--- config.mk ---
export PLATFORM = sky130hd
export DESIGN_NAME = ahri_host_read
export DESIGN_NICKNAME = d
export VERILOG_FILES = /design/src/verilog/ahri_pkg.sv /design/src/verilog/ahri_sar.sv /design/src/verilog/ahri_host_read.sv
export VERILOG_INCLUDE_DIRS = /design/src /design/src/verilog
export SDC_FILE = /design/constraint.sdc
export NUM_CORES = 1
export LEC_CHECK = 0
export ABC_AREA = 1
export BUFFER_PORTS_ARGS = -buffer_cell sky130_fd_sc_hd__buf_2
export CORE_MARGIN = 2
export CORE_UTILIZATION = 48
export DETAILED_ROUTE_END_ITERATION = 8
export PLACE_DENSITY = 0.72
export SYNTH_ARGS = -nofsm -noshare
export SYNTH_HDL_FRONTEND = slang
export SYNTH_SLANG_ARGS = --single-unit
--- constraint.sdc ---
create_clock -name aclk -period 1.4 [get_ports aclk]
set_clock_uncertainty 0.05 [all_clocks]
set_input_delay 0 -clock aclk [delete_from_list [all_inputs] [get_ports aclk]]
set_output_delay 0 -clock aclk [all_outputs]
set_load 0.01 [all_outputs]
--- src/verilog/ahri_defs.svh ---
// Register map, field positions, reset values and timing counts of the host read block
`ifndef AHRI_DEFS_SVH
`define AHRI_DEFS_SVH

// ------------------------------------------------------------
// Register byte addresses
// ------------------------------------------------------------
`define AHRI_CTRL_ADDR 8'h00
`define AHRI_STATUS_ADDR 8'h04
`define AHRI_RESULT_ADDR 8'h08
`define AHRI_IRQ_STATUS_ADDR 8'h0C
`define AHRI_IRQ_MASK_ADDR 8'h10

// ------------------------------------------------------------
// Field positions and reset values
// ------------------------------------------------------------
`define AHRI_CTRL_PIPE_BIT 0
`define AHRI_STAT_BUSY_BIT 0
`define AHRI_STAT_VALID_BIT 1
`define AHRI_IRQ_DONE_BIT 0
`define AHRI_IRQ_EARLY_BIT 1
`define AHRI_IRQ_WIDTH 2
`define AHRI_CTRL_RESET 1'h0
`define AHRI_IRQ_RESET 2'h0
`define AHRI_PINS_RESET 3'h6
`define AHRI_RESP_OKAY 2'h0
`define AHRI_RESP_SLVERR 2'h2

// ------------------------------------------------------------
// Conversion timing
// ------------------------------------------------------------
`define AHRI_ACLK_NS 100
`define AHRI_CONV_CLOCK_NS 800
`define AHRI_CONV_DIV (`AHRI_CONV_CLOCK_NS / `AHRI_ACLK_NS)
`define AHRI_CONV_CLOCKS 13
`define AHRI_MSB_SEL 12'h800

`endif

--- src/verilog/ahri_pkg.sv ---
// Types shared by the host read block
package ahri_pkg;

    typedef struct packed {
        logic chip_select_n;
        logic read_strobe_n;
        logic high_byte_select;
    } ahri_pins_type;

    typedef enum logic [1:0] {
        AHRI_IDLE = 2'b01,
        AHRI_CONV = 2'b10
    } ahri_sar_state_type;

endpackage

--- src/verilog/ahri_sar.sv ---
// Successive-approximation sequencer paced by the conversion clock
`timescale 1ns/100ps
`include "ahri_defs.svh"

module ahri_sar (
    input logic aclk,
    input logic aresetn,
    input logic start,
    input logic comparator,
    output logic busy,
    output logic done,
    output logic [11:0] trial,
    output logic [11:0] result,
    output logic [11:0] resolved
);

    ahri_pkg::ahri_sar_state_type state;
    logic [3:0] div_cnt;
    logic [3:0] clk_cnt;
    logic [11:0] bit_sel;
    logic tick;
    logic last_clock;
    logic [11:0] next_result;

    assign busy = (state == ahri_pkg::AHRI_CONV);
    assign tick = (div_cnt == 4'(`AHRI_CONV_DIV - 1));
    assign last_clock = (clk_cnt == 4'(`AHRI_CONV_CLOCKS - 1));
    assign next_result = comparator ? (result | bit_sel) : result;

    // ------------------------------------------------------------
    // One bit per conversion clock, MSB first, done on the 13th
    // ------------------------------------------------------------
    always_ff @(posedge aclk) begin
        if (!aresetn) begin
            state <= ahri_pkg::AHRI_IDLE;
            div_cnt <= 4'h0;
            clk_cnt <= 4'h0;
            bit_sel <= 12'h000;
            trial <= 12'h000;
            result <= 12'h000;
            resolved <= 12'h000;
            done <= 1'b0;
        end else begin
            done <= 1'b0;
            if (start) begin
                state <= ahri_pkg::AHRI_CONV;
                div_cnt <= 4'h0;
                clk_cnt <= 4'h0;
                bit_sel <= `AHRI_MSB_SEL;
                trial <= `AHRI_MSB_SEL;
                result <= 12'h000;
                resolved <= 12'h000;
            end else begin
                case (state)
                    ahri_pkg::AHRI_CONV: begin
                        div_cnt <= tick ? 4'h0 : div_cnt + 4'h1;
                        if (tick) begin
                            clk_cnt <= clk_cnt + 4'h1;
                            if (last_clock) begin
                                state <= ahri_pkg::AHRI_IDLE;
                                done <= 1'b1;
                            end else begin
                                result <= next_result;
                                resolved <= resolved | bit_sel;
                                bit_sel <= bit_sel >> 1;
                                trial <= next_result | (bit_sel >> 1);
                            end
                        end
                    end
                    ahri_pkg::AHRI_IDLE: begin
                        div_cnt <= 4'h0;
                    end
                    default: begin
                        state <= ahri_pkg::AHRI_IDLE;
                    end
                endcase
            end
        end
    end
endmodule

--- src/verilog/ahri_host_read.sv ---
// Host read interface of a 12-bit successive-approximation converter with AXI4-Lite registers
//
// Decided for this implementation: the address map and the AXI4-Lite register port.
`timescale 1ns/100ps
`include "ahri_defs.svh"

// Functional notes
// - In stall style a low read with high byte select low starts a conversion and busy goes low.
// - During a stall conversion the outputs show the previous result.
// - At the end of conversion the latch is updated first, then busy rises with the new result.
// - Byte-wide stall reads use the low eight outputs; the first read starts the conversion.
// - A read with high byte select high puts the top four bits on the low nibble and starts nothing.
// - The top four bits also appear on outputs 11 to 8 during every read.
// - In pipelined style each low-select read starts a conversion and returns the previous result.
// - A later pipelined read returns the fresh result and starts the next conversion.
// - A pipelined read before 13 conversion clocks have passed flags the unresolved bits as invalid.
// - Pipelined byte reads: start, then high nibble, then low byte that starts the next one.
// - High byte select steers the low eight outputs between low byte and top nibble.
// - Results are right justified with the LSB on output 0.
module ahri_host_read (
    input logic aclk,
    input logic aresetn,
    input logic [7:0] awaddr,
    input logic awvalid,
    output logic awready,
    input logic [31:0] wdata,
    input logic [3:0] wstrb,
    input logic wvalid,
    output logic wready,
    output logic [1:0] bresp,
    output logic bvalid,
    input logic bready,
    input logic [7:0] araddr,
    input logic arvalid,
    output logic arready,
    output logic [31:0] rdata,
    output logic [1:0] rresp,
    output logic rvalid,
    input logic rready,
    input logic chip_select_n,
    input logic read_strobe_n,
    input logic high_byte_select,
    input logic comparator,
    output logic [11:0] dac_code,
    output logic busy_n,
    output logic [11:0] result_outputs,
    output logic result_outputs_oe,
    output logic [11:0] result_invalid,
    output logic irq
);

    // Top nibble is always on 11..8; select picks the low byte or the nibble for 7..0
    function automatic logic [11:0] ahri_place(input logic [11:0] value, input logic high_sel);
        ahri_place = high_sel ? {value[11:8], 4'h0, value[11:8]} : value;
    endfunction

    ahri_pkg::ahri_pins_type pins_raw;
    ahri_pkg::ahri_pins_type pins_meta;
    ahri_pkg::ahri_pins_type pins_sync;
    logic access;
    logic access_prev;
    logic access_start;
    logic hbs;
    logic pipelined;
    logic start_conv;
    logic early_read;
    logic sar_busy;
    logic sar_done;
    logic [11:0] sar_result;
    logic [11:0] sar_resolved;
    logic settle;
    logic latch_valid;
    logic [11:0] result_latch;
    logic early_hold;
    logic [11:0] early_word;
    logic [11:0] early_mask;
    logic [`AHRI_IRQ_WIDTH-1:0] irq_status;
    logic [`AHRI_IRQ_WIDTH-1:0] irq_mask;
    logic [`AHRI_IRQ_WIDTH-1:0] irq_set;
    logic [`AHRI_IRQ_WIDTH-1:0] irq_clr;
    logic aw_held;
    logic [7:0] aw_addr;
    logic w_held;
    logic [31:0] w_data;
    logic [3:0] w_strb;
    logic wr_fire;
    logic wr_ctrl;
    logic wr_irq_status;
    logic wr_irq_mask;
    logic wr_known;
    logic rd_known;
    logic [31:0] rd_word;

    // ------------------------------------------------------------
    // Pin synchronisers and access decode
    // ------------------------------------------------------------
    assign pins_raw = '{chip_select_n, read_strobe_n, high_byte_select};

    always_ff @(posedge aclk) begin
        if (!aresetn) begin
            pins_meta <= `AHRI_PINS_RESET;
            pins_sync <= `AHRI_PINS_RESET;
            access_prev <= 1'b0;
        end else begin
            pins_meta <= pins_raw;
            pins_sync <= pins_meta;
            access_prev <= access;
        end
    end

    assign access = !pins_sync.chip_select_n && !pins_sync.read_strobe_n;
    assign hbs = pins_sync.high_byte_select;
    assign access_start = access && !access_prev;
    assign start_conv = access_start && !hbs && (pipelined || busy_n);
    assign early_read = access_start && pipelined && sar_busy;
    assign result_outputs_oe = access;
    assign busy_n = !(sar_busy || sar_done || settle);

    ahri_sar u_sar (
        .aclk(aclk),
        .aresetn(aresetn),
        .start(start_conv),
        .comparator(comparator),
        .busy(sar_busy),
        .done(sar_done),
        .trial(dac_code),
        .result(sar_result),
        .resolved(sar_resolved)
    );

    // ------------------------------------------------------------
    // Output latch and data drivers
    // ------------------------------------------------------------
    always_ff @(posedge aclk) begin
        if (!aresetn) begin
            result_latch <= 12'h000;
            latch_valid <= 1'b0;
            settle <= 1'b0;
            early_hold <= 1'b0;
            early_word <= 12'h000;
            early_mask <= 12'h000;
            result_outputs <= 12'h000;
            result_invalid <= 12'h000;
        end else begin
            settle <= sar_done;
            if (sar_done) begin
                result_latch <= sar_result;
                latch_valid <= 1'b1;
            end
            if (early_read) begin
                early_hold <= 1'b1;
                early_word <= sar_result;
                early_mask <= ~sar_resolved;
            end else if (!access) begin
                early_hold <= 1'b0;
            end
            // Previous result stays visible until the latch moves
            result_outputs <= early_hold ? ahri_place(early_word, hbs) : ahri_place(result_latch, hbs);
            result_invalid <= early_hold ? ahri_place(early_mask, hbs) : 12'h000;
        end
    end

    // ------------------------------------------------------------
    // Interrupt status and mask
    // ------------------------------------------------------------
    assign irq_set = {early_read, sar_done};
    assign irq_clr = (wr_irq_status && w_strb[0]) ? w_data[`AHRI_IRQ_WIDTH-1:0] : `AHRI_IRQ_RESET;
    assign irq = |(irq_status & irq_mask);

    always_ff @(posedge aclk) begin
        if (!aresetn) begin
            irq_status <= `AHRI_IRQ_RESET;
            irq_mask <= `AHRI_IRQ_RESET;
            pipelined <= `AHRI_CTRL_RESET;
        end else begin
            // A new event wins over a clear in the same cycle
            irq_status <= (irq_status & ~irq_clr) | irq_set;
            if (wr_irq_mask && w_strb[0]) begin
                irq_mask <= w_data[`AHRI_IRQ_WIDTH-1:0];
            end
            if (wr_ctrl && w_strb[0]) begin
                pipelined <= w_data[`AHRI_CTRL_PIPE_BIT];
            end
        end
    end

    // ------------------------------------------------------------
    // AXI4-Lite write channel
    // ------------------------------------------------------------
    assign awready = !aw_held && !bvalid;
    assign wready = !w_held && !bvalid;
    assign wr_fire = aw_held && w_held && !bvalid;
    assign wr_ctrl = wr_fire && (aw_addr == `AHRI_CTRL_ADDR);
    assign wr_irq_status = wr_fire && (aw_addr == `AHRI_IRQ_STATUS_ADDR);
    assign wr_irq_mask = wr_fire && (aw_addr == `AHRI_IRQ_MASK_ADDR);
    assign wr_known = wr_ctrl || wr_irq_status || wr_irq_mask ||
                      (aw_addr == `AHRI_STATUS_ADDR) || (aw_addr == `AHRI_RESULT_ADDR);

    always_ff @(posedge aclk) begin
        if (!aresetn) begin
            aw_held <= 1'b0;
            aw_addr <= 8'h00;
            w_held <= 1'b0;
            w_data <= 32'h0000_0000;
            w_strb <= 4'h0;
            bvalid <= 1'b0;
            bresp <= `AHRI_RESP_OKAY;
        end else begin
            if (awvalid && awready) begin
                aw_held <= 1'b1;
                aw_addr <= awaddr;
            end
            if (wvalid && wready) begin
                w_held <= 1'b1;
                w_data <= wdata;
                w_strb <= wstrb;
            end
            if (wr_fire) begin
                aw_held <= 1'b0;
                w_held <= 1'b0;
                bvalid <= 1'b1;
                bresp <= wr_known ? `AHRI_RESP_OKAY : `AHRI_RESP_SLVERR;
            end else if (bvalid && bready) begin
                bvalid <= 1'b0;
            end
        end
    end

    // ------------------------------------------------------------
    // AXI4-Lite read channel
    // ------------------------------------------------------------
    assign arready = !rvalid;

    always_comb begin
        rd_word = 32'h0000_0000;
        rd_known = 1'b1;
        if (araddr == `AHRI_CTRL_ADDR) begin
            rd_word[`AHRI_CTRL_PIPE_BIT] = pipelined;
        end else if (araddr == `AHRI_STATUS_ADDR) begin
            rd_word[`AHRI_STAT_BUSY_BIT] = !busy_n;
            rd_word[`AHRI_STAT_VALID_BIT] = latch_valid;
        end else if (araddr == `AHRI_RESULT_ADDR) begin
            rd_word[11:0] = result_latch;
        end else if (araddr == `AHRI_IRQ_STATUS_ADDR) begin
            rd_word[`AHRI_IRQ_WIDTH-1:0] = irq_status;
        end else if (araddr == `AHRI_IRQ_MASK_ADDR) begin
            rd_word[`AHRI_IRQ_WIDTH-1:0] = irq_mask;
        end else begin
            rd_known = 1'b0;
        end
    end

    always_ff @(posedge aclk) begin
        if (!aresetn) begin
            rvalid <= 1'b0;
            rdata <= 32'h0000_0000;
            rresp <= `AHRI_RESP_OKAY;
        end else if (arvalid && arready) begin
            rvalid <= 1'b1;
            rdata <= rd_word;
            rresp <= rd_known ? `AHRI_RESP_OKAY : `AHRI_RESP_SLVERR;
        end else if (rvalid && rready) begin
            rvalid <= 1'b0;
        end
    end
endmodule

Word-level counts from Yosys, hierarchy flattened
Index checks and enable logic that the tools add are counted.
{ "word_totals": {"ff_bits": 165} }
{ "classes": {"n_eq_ne": 17, "n_addsub": 2, "reduce_logical": 54, "bitwise_logic": 13, "mux": 42} }
{ "op_table": {"columns": ["cell", "n"], "rows": [
  ["12-bit two-way mux", 10],
  ["8-bit by 4-bit equality test with 1-bit output (second input constant)", 4],
  ["12-bit OR", 2],
  ["1-bit logical AND", 21],
  ["10-bit two-way mux", 2],
  ["2-bit two-way mux", 10],
  ["8-bit by 3-bit equality test with 1-bit output (second input constant)", 2],
  ["8-bit by 5-bit equality test with 1-bit output (second input constant)", 2],
  ["8-bit logical NOT", 2],
  ["8-bit two-way mux", 2],
  ["1-bit two-way mux", 13],
  ["12-bit NOT", 1],
  ["12-bit by 11-bit OR with 12-bit output", 1],
  ["11-bit two-way mux", 1],
  ["2-bit nonzero test", 5],
  ["1-bit logical NOT", 9],
  ["3-bit AND reduction", 3],
  ["4-bit by 1-bit adder with 4-bit output (second input constant)", 2],
  ["4-bit two-way mux", 2],
  ["4-bit case mux with 2 select lines", 1],
  ["1-bit logical OR", 7],
  ["3-bit by 2-bit != test with 1-bit output (second input constant)", 2],
  ["2-bit OR reduction", 3],
  ["1-bit NOT", 5],
  ["other kinds (13)", 16]
]} }

Depth between registers and ports, before layout
Gate-level depths: netlist (run 1).
{ "depth": {"ltp_word": 8, "depth_mapped": 11, "depth_no_buf": 10} }

Cells and area by module
Synthesis (run 1) repeated with hierarchy kept, for this count alone.
{ "unflattened": {"hier_cells": 819, "area_unflattened_um2": 6457.4} }
{ "modules_own_cells": {"columns": ["module", "cells_per_inst", "area_per_inst_um2", "seq_area_each_um2", "instances"], "rows": [
  ["ahri_host_read", 526, 4160.2, 2082.0, 1],
  ["ahri_sar", 293, 2297.2, 1181.1, 1]
]} }

Worst setup path before layout (run 1)
OpenSTA, ideal clock, no wires.
{ "synth_path": {"path_kind": "register to register", "from": "register u_sar.state[0]", "to": "register u_sar.bit_sel[1]", "period_less_slack_ps": 1663, "path_stages_with_launch": 12, "slack_ps": -263, "arrival_ps": 1504, "cell_sequence": "dfxtp_1 inv_1 ha_1 nor3_2 nor2_1 nor2_1 nand2_2 nand2_4 inv_2 buf_6 nand2_1 inv_1"} }
{ "synth_between": {"elab_chain_cells": 7, "word_cells_on_any_way": 8} }
{ "synth_lines": {"columns": ["element", "line", "source"], "rows": [
  ["start, declared", "ahri_sar.sv:17", "ahri_pkg::ahri_sar_state_type state;"],
  ["start signal, assigned", "ahri_sar.sv:35", "state <= ahri_pkg::AHRI_IDLE;"],
  ["start signal, assigned", "ahri_sar.sv:46", "state <= ahri_pkg::AHRI_CONV;"],
  ["start signal, assigned", "ahri_sar.sv:60", "state <= ahri_pkg::AHRI_IDLE;"],
  ["2-bit equality test", "ahri_sar.sv:25", "assign busy = (state == ahri_pkg::AHRI_CONV);"],
  ["1-bit logical OR (2 in series)", "ahri_host_read.sv:117", "assign busy_n = !(sar_busy || sar_done || settle);"],
  ["1-bit logical NOT", "ahri_host_read.sv:117", null],
  ["named net busy_n", "ahri_host_read.sv:45", "output logic busy_n,"],
  ["1-bit logical OR", "ahri_host_read.sv:114", "assign start_conv = access_start && !hbs && (pipelined || busy_n);"],
  ["1-bit logical AND", "ahri_host_read.sv:114", null],
  ["2-bit OR reduction (no source line)", null, null],
  ["end signal, assigned", "ahri_sar.sv:49", "bit_sel <= `AHRI_MSB_SEL;"],
  ["end signal, assigned", "ahri_sar.sv:65", "bit_sel <= bit_sel >> 1;"],
  ["end, declared", "ahri_sar.sv:20", "logic [11:0] bit_sel;"]
]} }
The timed path passes the listed nets, and every way through them passes these cells.
A chain may end at the register's enable or synchronous reset.

Final worst setup path (run 1)
{ "layout_path": {"from": "register u_sar.state[0]", "to": "register u_sar.div_cnt[2]"} }
{ "layout_between": {"elab_chain_cells": 7, "word_cells_on_any_way": 10} }
{ "layout_lines": {"columns": ["element", "line", "source"], "rows": [
  ["2-bit equality test", "ahri_sar.sv:25, ahri_sar.sv:54", null],
  ["1-bit logical OR (2 in series)", "ahri_host_read.sv:117", null],
  ["1-bit logical NOT", "ahri_host_read.sv:117", null],
  ["1-bit logical OR", "ahri_host_read.sv:114", null],
  ["1-bit logical AND", "ahri_host_read.sv:114", null],
  ["2-bit OR reduction (no source line)", null, null],
  ["end signal, assigned", "ahri_sar.sv:56", "div_cnt <= tick ? 4'h0 : div_cnt + 4'h1;"],
  ["end, declared", "ahri_sar.sv:18", "logic [3:0] div_cnt;"]
]} }
Parallel ways exist; a longest one is shown, timed or not.

==> results.json, run 1 <==
{
  "critPathMaxFanout": 8,
  "first_pass_iters": 5,
  "num-nets-final": 1030,
  "dp_slack_ns": -0.132,
  "ys_seq_area_frac": 0.517,
  "postLayoutCoreUtil": 0.667,
  "crit_top_cell": "nor2_1",
  "avgSynthCellArea_um2": 7.75,
  "wl_per_cell_um": 13.9,
  "grt_usage": 0.209,
  "die_area_mm2": 0.0141,
  "antenna_found_initial": 0,
  "root_buffer": "clkbuf_16",
  "final_common_cell": "dfxtp_1",
  "totalWireLength_mm": 15.9,
  "p_int_mw": 8.06,
  "design_area_mm2": 0.00849,
  "via_count": 5653,
  "numCtsBuffers": 17,
  "crit_chain": "inv_2, ha_4, nor3_4, nor2_1, nor2_1, nand2_2, nand2_8, clkbuf_16, nor3_1",
  "p_leak_nw": 3.69,
  "hpwl_mm": 9.82,
  "drv_cap": 0,
  "cp.arrival_ns": 1.84,
  "combinationalPowerShare": 0.054,
  "insertion_delay_ns": 0.43,
  "overflow": 0,
  "port_buffers": 87,
  "htree_levels": 4,
  "finalHoldViolCount": 0,
  "drtAntennaViolNets": 0,
  "synthTopCellsByArea": "dfxtp_1 52%, a21oi_1 9.7%, nand2_1 7.7%, inv_1 6.8%, o21ai_0 5.6%",
  "required_ns": 1.67,
  "die_x_um": 119,
  "crit_family": "simple AND/OR/NAND/NOR gates",
  "synth_top_area_cell": "dfxtp_1",
  "gp_congestion": 0.846,
  "drc_errors": 0,
  "yosys_warnings": 0,
  "fillers": 1075,
  "synth_cell_types": 34,
  "swShare": 0.219,
  "outcome": "finished with violations",
  "via_per_inst": 4.93,
  "antennaDiodeCount": 0,
  "max_stage_delay_ns": 0.34,
  "syn_inst": 815,
  "initial_utilization": 0.497,
  "grt_max_degree": 26,
  "final_cell_mix": "159 x dfxtp_1, 124 x nand2_1, 112 x inv_1",
  "finalSetupViolCount": 69,
  "rows": 41,
  "die_h_um": 119,
  "async_flop_share": 0,
  "area.growth.synth_to_final_pct": 34.4,
  "grt_pass1_vias": 5088,
  "synth-edff-count": 0,
  "period_needed_ns": 1.57,
  "hold_class": "in2reg",
  "drtIter0Drc": 365,
  "finalPower_mw": 10.3,
  "placedInstanceArea_mm2": 0.00713,
  "synth.ff_latch_count": 163,
  "p_per_area_mw_per_mm2": 1210,
  "coreArea_mm2": 0.0127,
  "grt_pass1_wl_mm": 23.7,
  "cp_num_buf_inv": 2,
  "syn-cell-area_mm2": 0.00632,
  "timing.fmax_mhz": 636,
  "slowest_stage": "dfxtp_2",
  "rsz0062_at_grt": "yes",
  "crit_type": "reg2reg",
  "power.share.sequential": 0.458,
  "min_period_over_period": 1.12,
  "cts_tree": "done",
  "violations": "negative setup slack",
  "final-max-slew-violation-count": 0,
  "drive_gt1_frac": 0.257,
  "clk_pin_slew_ns": 0.06,
  "setup_ws_ns": -0.171,
  "end_kind": "flop",
  "ys.flop_type": "dfxtp_1",
  "io-pin-count": 143,
  "power.switching_mw": 2.26,
  "start_kind": "flop",
  "p_clk_frac": 0.487,
  "clock_sinks": 163,
  "cts_max_path_buffers": 2,
  "synth_top_area_frac": 0.517,
  "ir_worst_vdd_mv": 1.08
}
sequential cells by signal, indices dropped and copies added, names as in the netlist, 2 cells and up:
signal          count
aw_addr             8
early_mask         12
early_word         12
irq_mask            2
irq_status          2
pins_meta           3
pins_sync           2
rdata              12
result_invalid     12
result_latch       12
result_outputs     12
u_sar.bit_sel      12
u_sar.clk_cnt       4
u_sar.div_cnt       4
u_sar.resolved     12
u_sar.result       12
u_sar.state         2
u_sar.trial        12
w_data              2
per-layer routing:
metal	share of wire	track usage
met5	0	0
met4	0.019	0.0729
met3	0.051	0.0608
met2	0.47	0.328
met1	0.46	0.275
Yosys cell counts, types with 4 or more instances:
cell type  instances
a211oi_1           4
a21oi_1          123
buf_2              9
buf_4             27
clkbuf_1          19
dfxtp_1          163
ha_1               5
inv_1            115
nand2_1          129
nand3_1           43
nor2_1            61
nor3_1            10
o21ai_0           71
or2_2              6
through the flow:
| stage | std cells | hold WS [ns] | TNS (ns) |
|---|---|---|---|
| 2_1_floorplan | 836 | 0.0476 | -2.53 |
| 3_3_place_gp | 1080 | 0.141 | -3.37 |
| 3_5_place_dp | 1080 | 0.136 | -5.80 |
| 4_1_cts | 1133 | 0.0239 | -5.92 |
| 5_1_grt | 1146 | 0.133 | -14.81 |
| 6_report | 1146 | 0.0699 | -8.77 |
area by class of cell:
| type | count | area (um2) | share of cell area |
|---|---|---|---|
| Multi-Input combinational cell | 497 | 2620 | 0.308 |
| Timing Repair Buffer | 166 | 1300 | 0.153 |
| Tap cell | 172 | 215 | 0.0253 |
| Clock buffer | 19 | 464 | 0.0547 |
| Clock inverter | 12 | 176 | 0.0208 |
| Inverter | 117 | 444 | 0.0523 |
| Sequential cell | 163 | 3270 | 0.385 |
path summary, 6_finish.rpt:
path	startpoint	end	slack [ns]	cells after the start
max reg2reg	u_sar.state[0]	u_sar.div_cnt[2]	-0.17	9
max	u_sar.state[0]	u_sar.div_cnt[2]	-0.17	9
min	araddr[0]	rdata[0]	0.07	8
min reg2reg	pins_meta[1]	pins_sync[1]	0.37	1
power by group through the flow:
stage / Sequential, mW / Clock, mW / Combinational [mW]
after floorplan: 4.83 / 0 / 0.333
final: 4.73 / 5.03 / 0.559
after global routing: 4.73 / 5.29 / 0.621
after CTS: 4.73 / 5.08 / 0.488
after global placement: 4.83 / 0 / 0.439
after detailed placement: 4.83 / 0 / 0.442
tightest hold or removal path: cells and delay by family:
kind / cells / cell delay (ns)
and+or+nand+nor: 5 / 0.34
AOI/OAI and AO/OA: 1 / 0.06
buffers and inverters: 2 / 0.12
repair_timing:
action	in CTS	in global routing
pin swaps	0	13
endpoints found under the setup margin	84	93
gates cloned	1	7
buffers inserted	2	6
hold endpoints to repair	38	4
gates resized for setup	8	82
hold buffers	20	1
cell families after synthesis:
kind of cell,Yosys count,synth area share
other,1,0.000594
adder cells (fa/ha/maj),5,0.00990
buffers and inverters,176,0.124
flip-flops,163,0.517
AO/OA/AOI/OAI,207,0.169
AND/OR/NAND/NOR,263,0.180
No activity file was read; power rests on OpenSTA's default activity.
==> inputs of run 2 (changes only) <==
Settings changed: CORE_UTILIZATION 48 to 54, CTS_CLUSTER_SIZE set to 24, PLACE_DENSITY 0.72 to 0.77.
Clock period 1.4 ns to 1.7 ns, I/O delays scaled along.
==> run 2 against run 1 <==
The flow now finishes without violations. Sequential cell count is the same. Utilization rose by 2.0 points. Clock-buffer cell count up 1. Setup slack better by 0.26 ns. Via count decreased by 3.5%. Sequential share of layout area is 3.1 points higher. Hold slack got worse by 0.0023 ns. Power decreased by 22%. Fmax is 2.3% lower. Die area fell by 11%. Clock power is 25% lower. Global-route usage increased by 1.3 points.
==> results.json, run 2 (same netlist as run 1, synthesis figures left out) <==
{
  "outcome": "finished, final reports clean",
  "numCtsBuffers": 17,
  "min_period_over_period": 0.946,
  "start_kind": "flop",
  "area.growth.synth_to_final_pct": 24.3,
  "antennaDiodeCount": 0,
  "via_count": 5454,
  "overflow": 0,
  "crit_type": "reg2reg",
  "port_buffers": 87,
  "cp.arrival_ns": 1.92,
  "finalPower_mw": 8.08,
  "clock_sinks": 163,
  "period_needed_ns": 1.61,
  "cts_tree": "done",
  "htree_levels": 4,
  "critPathMaxFanout": 6,
  "p_per_area_mw_per_mm2": 1030,
  "insertion_delay_ns": 0.42,
  "first_pass_iters": 5,
  "end_kind": "flop",
  "grt_usage": 0.222,
  "clk_pin_slew_ns": 0.06,
  "totalWireLength_mm": 14.3,
  "drtAntennaViolNets": 0,
  "grt_pass1_wl_mm": 22.8,
  "hpwl_mm": 9.47,
  "ir_worst_vdd_mv": 0.962,
  "gp_congestion": 0.825,
  "die_h_um": 112,
  "die_x_um": 112,
  "cp_num_buf_inv": 4,
  "io-pin-count": 143,
  "timing.fmax_mhz": 622,
  "slowest_stage": "dfxtp_1",
  "p_leak_nw": 3.44,
  "wl_per_cell_um": 13.1,
  "crit_chain": "inv_1, ha_1, nand3_1, inv_2, nor2_8, buf_4, nand2_1, o21ai_0, nand2_1, inv_1",
  "via_per_inst": 4.99,
  "drc_errors": 0,
  "final-max-slew-violation-count": 0,
  "rows": 39,
  "drtIter0Drc": 394,
  "placedInstanceArea_mm2": 0.00694,
  "design_area_mm2": 0.00785,
  "postLayoutCoreUtil": 0.688,
  "root_buffer": "clkbuf_16",
  "required_ns": 2.01,
  "slew_headroom": 0.667,
  "num-nets-final": 1005,
  "crit_family": "simple AND/OR/NAND/NOR gates",
  "drive_gt1_frac": 0.180,
  "max_stage_delay_ns": 0.35,
  "finalHoldViolCount": 0,
  "final_cell_mix": "161 x dfxtp_1, 129 x nand2_1, 123 x a21oi_1",
  "tightestPinTransition_ns": 0.499,
  "antenna_found_initial": 0,
  "die_area_mm2": 0.0126,
  "drv_cap": 0,
  "finalSetupViolCount": 0,
  "cts_max_path_buffers": 2,
  "hold_class": "in2reg",
  "grt_pass1_vias": 4993,
  "coreArea_mm2": 0.0114,
  "grt_max_degree": 26,
  "final_common_cell": "dfxtp_1",
  "initial_utilization": 0.553
}
## run 2: where the power goes
group	internal (mW)	total, mW	switching [mW]
clock	2.32	3.76	1.44
sequential	3.87	3.89	0.0245
combinational	0.167	0.420	0.253
## run 2: worst paths after layout
| check | from | end | slack [ns] | cells after the start |
|---|---|---|---|---|
| worst min-delay path | awvalid | aw_addr[4] | 0.07 | 3 |
| worst max-delay path | u_sar.clk_cnt[0] | u_sar.bit_sel[9] | 0.09 | 10 |
| worst max register to register | u_sar.clk_cnt[0] | u_sar.bit_sel[9] | 0.09 | 10 |
| worst min register to register | pins_meta[2] | pins_sync[2] | 0.37 | 1 |
## run 2: worst min-delay path: cells and delay by family
| kind | cells | cell delay (ns) |
|---|---|---|
| AO/OA/AOI/OAI | 1 | 0.20 |
| buffers and inverters | 1 | 0.07 |
| AND/OR/NAND/NOR | 1 | 0.21 |
## run 2: area by class of cell
cell class              instances  area (um2)
flip-flops and latches        163        3270
repair buffers                141        1010
multi-input cells             497        2380
inverters                     117         444
clock buffers                  20         447
well taps                     143         179
fillers                       943        3560
clock inverters                11         136
## run 2: repair_timing
item,4_1_cts,5_1_grt
resized for setup,0,11
hold endpoints to repair,33,0
hold buffers,20,0
setup endpoints to repair,0,45
setup buffers,0,1
## run 2: metal layers
metal	global-route usage	wire length (um)	vias to the layer above
met1	0.295	6620	2480
met4	0.0715	218	0
li1	-	-	2801
met2	0.359	6690	150
met5	0	0	-
met3	0.0518	799	23
## run 2: metrics by stage
stage	worst slack (ns)	instances	hold slack, ns	TNS [ns]
finish	0.0911	1092	0.0676	0
global route	-0.0347	1092	0.142	-0.0988
CTS	0.0424	1088	0.0591	0
detailed placement	0.0493	1037	0.143	0
global placement	0.0959	1037	0.139	0
floorplan	0.0370	836	0.0476	0
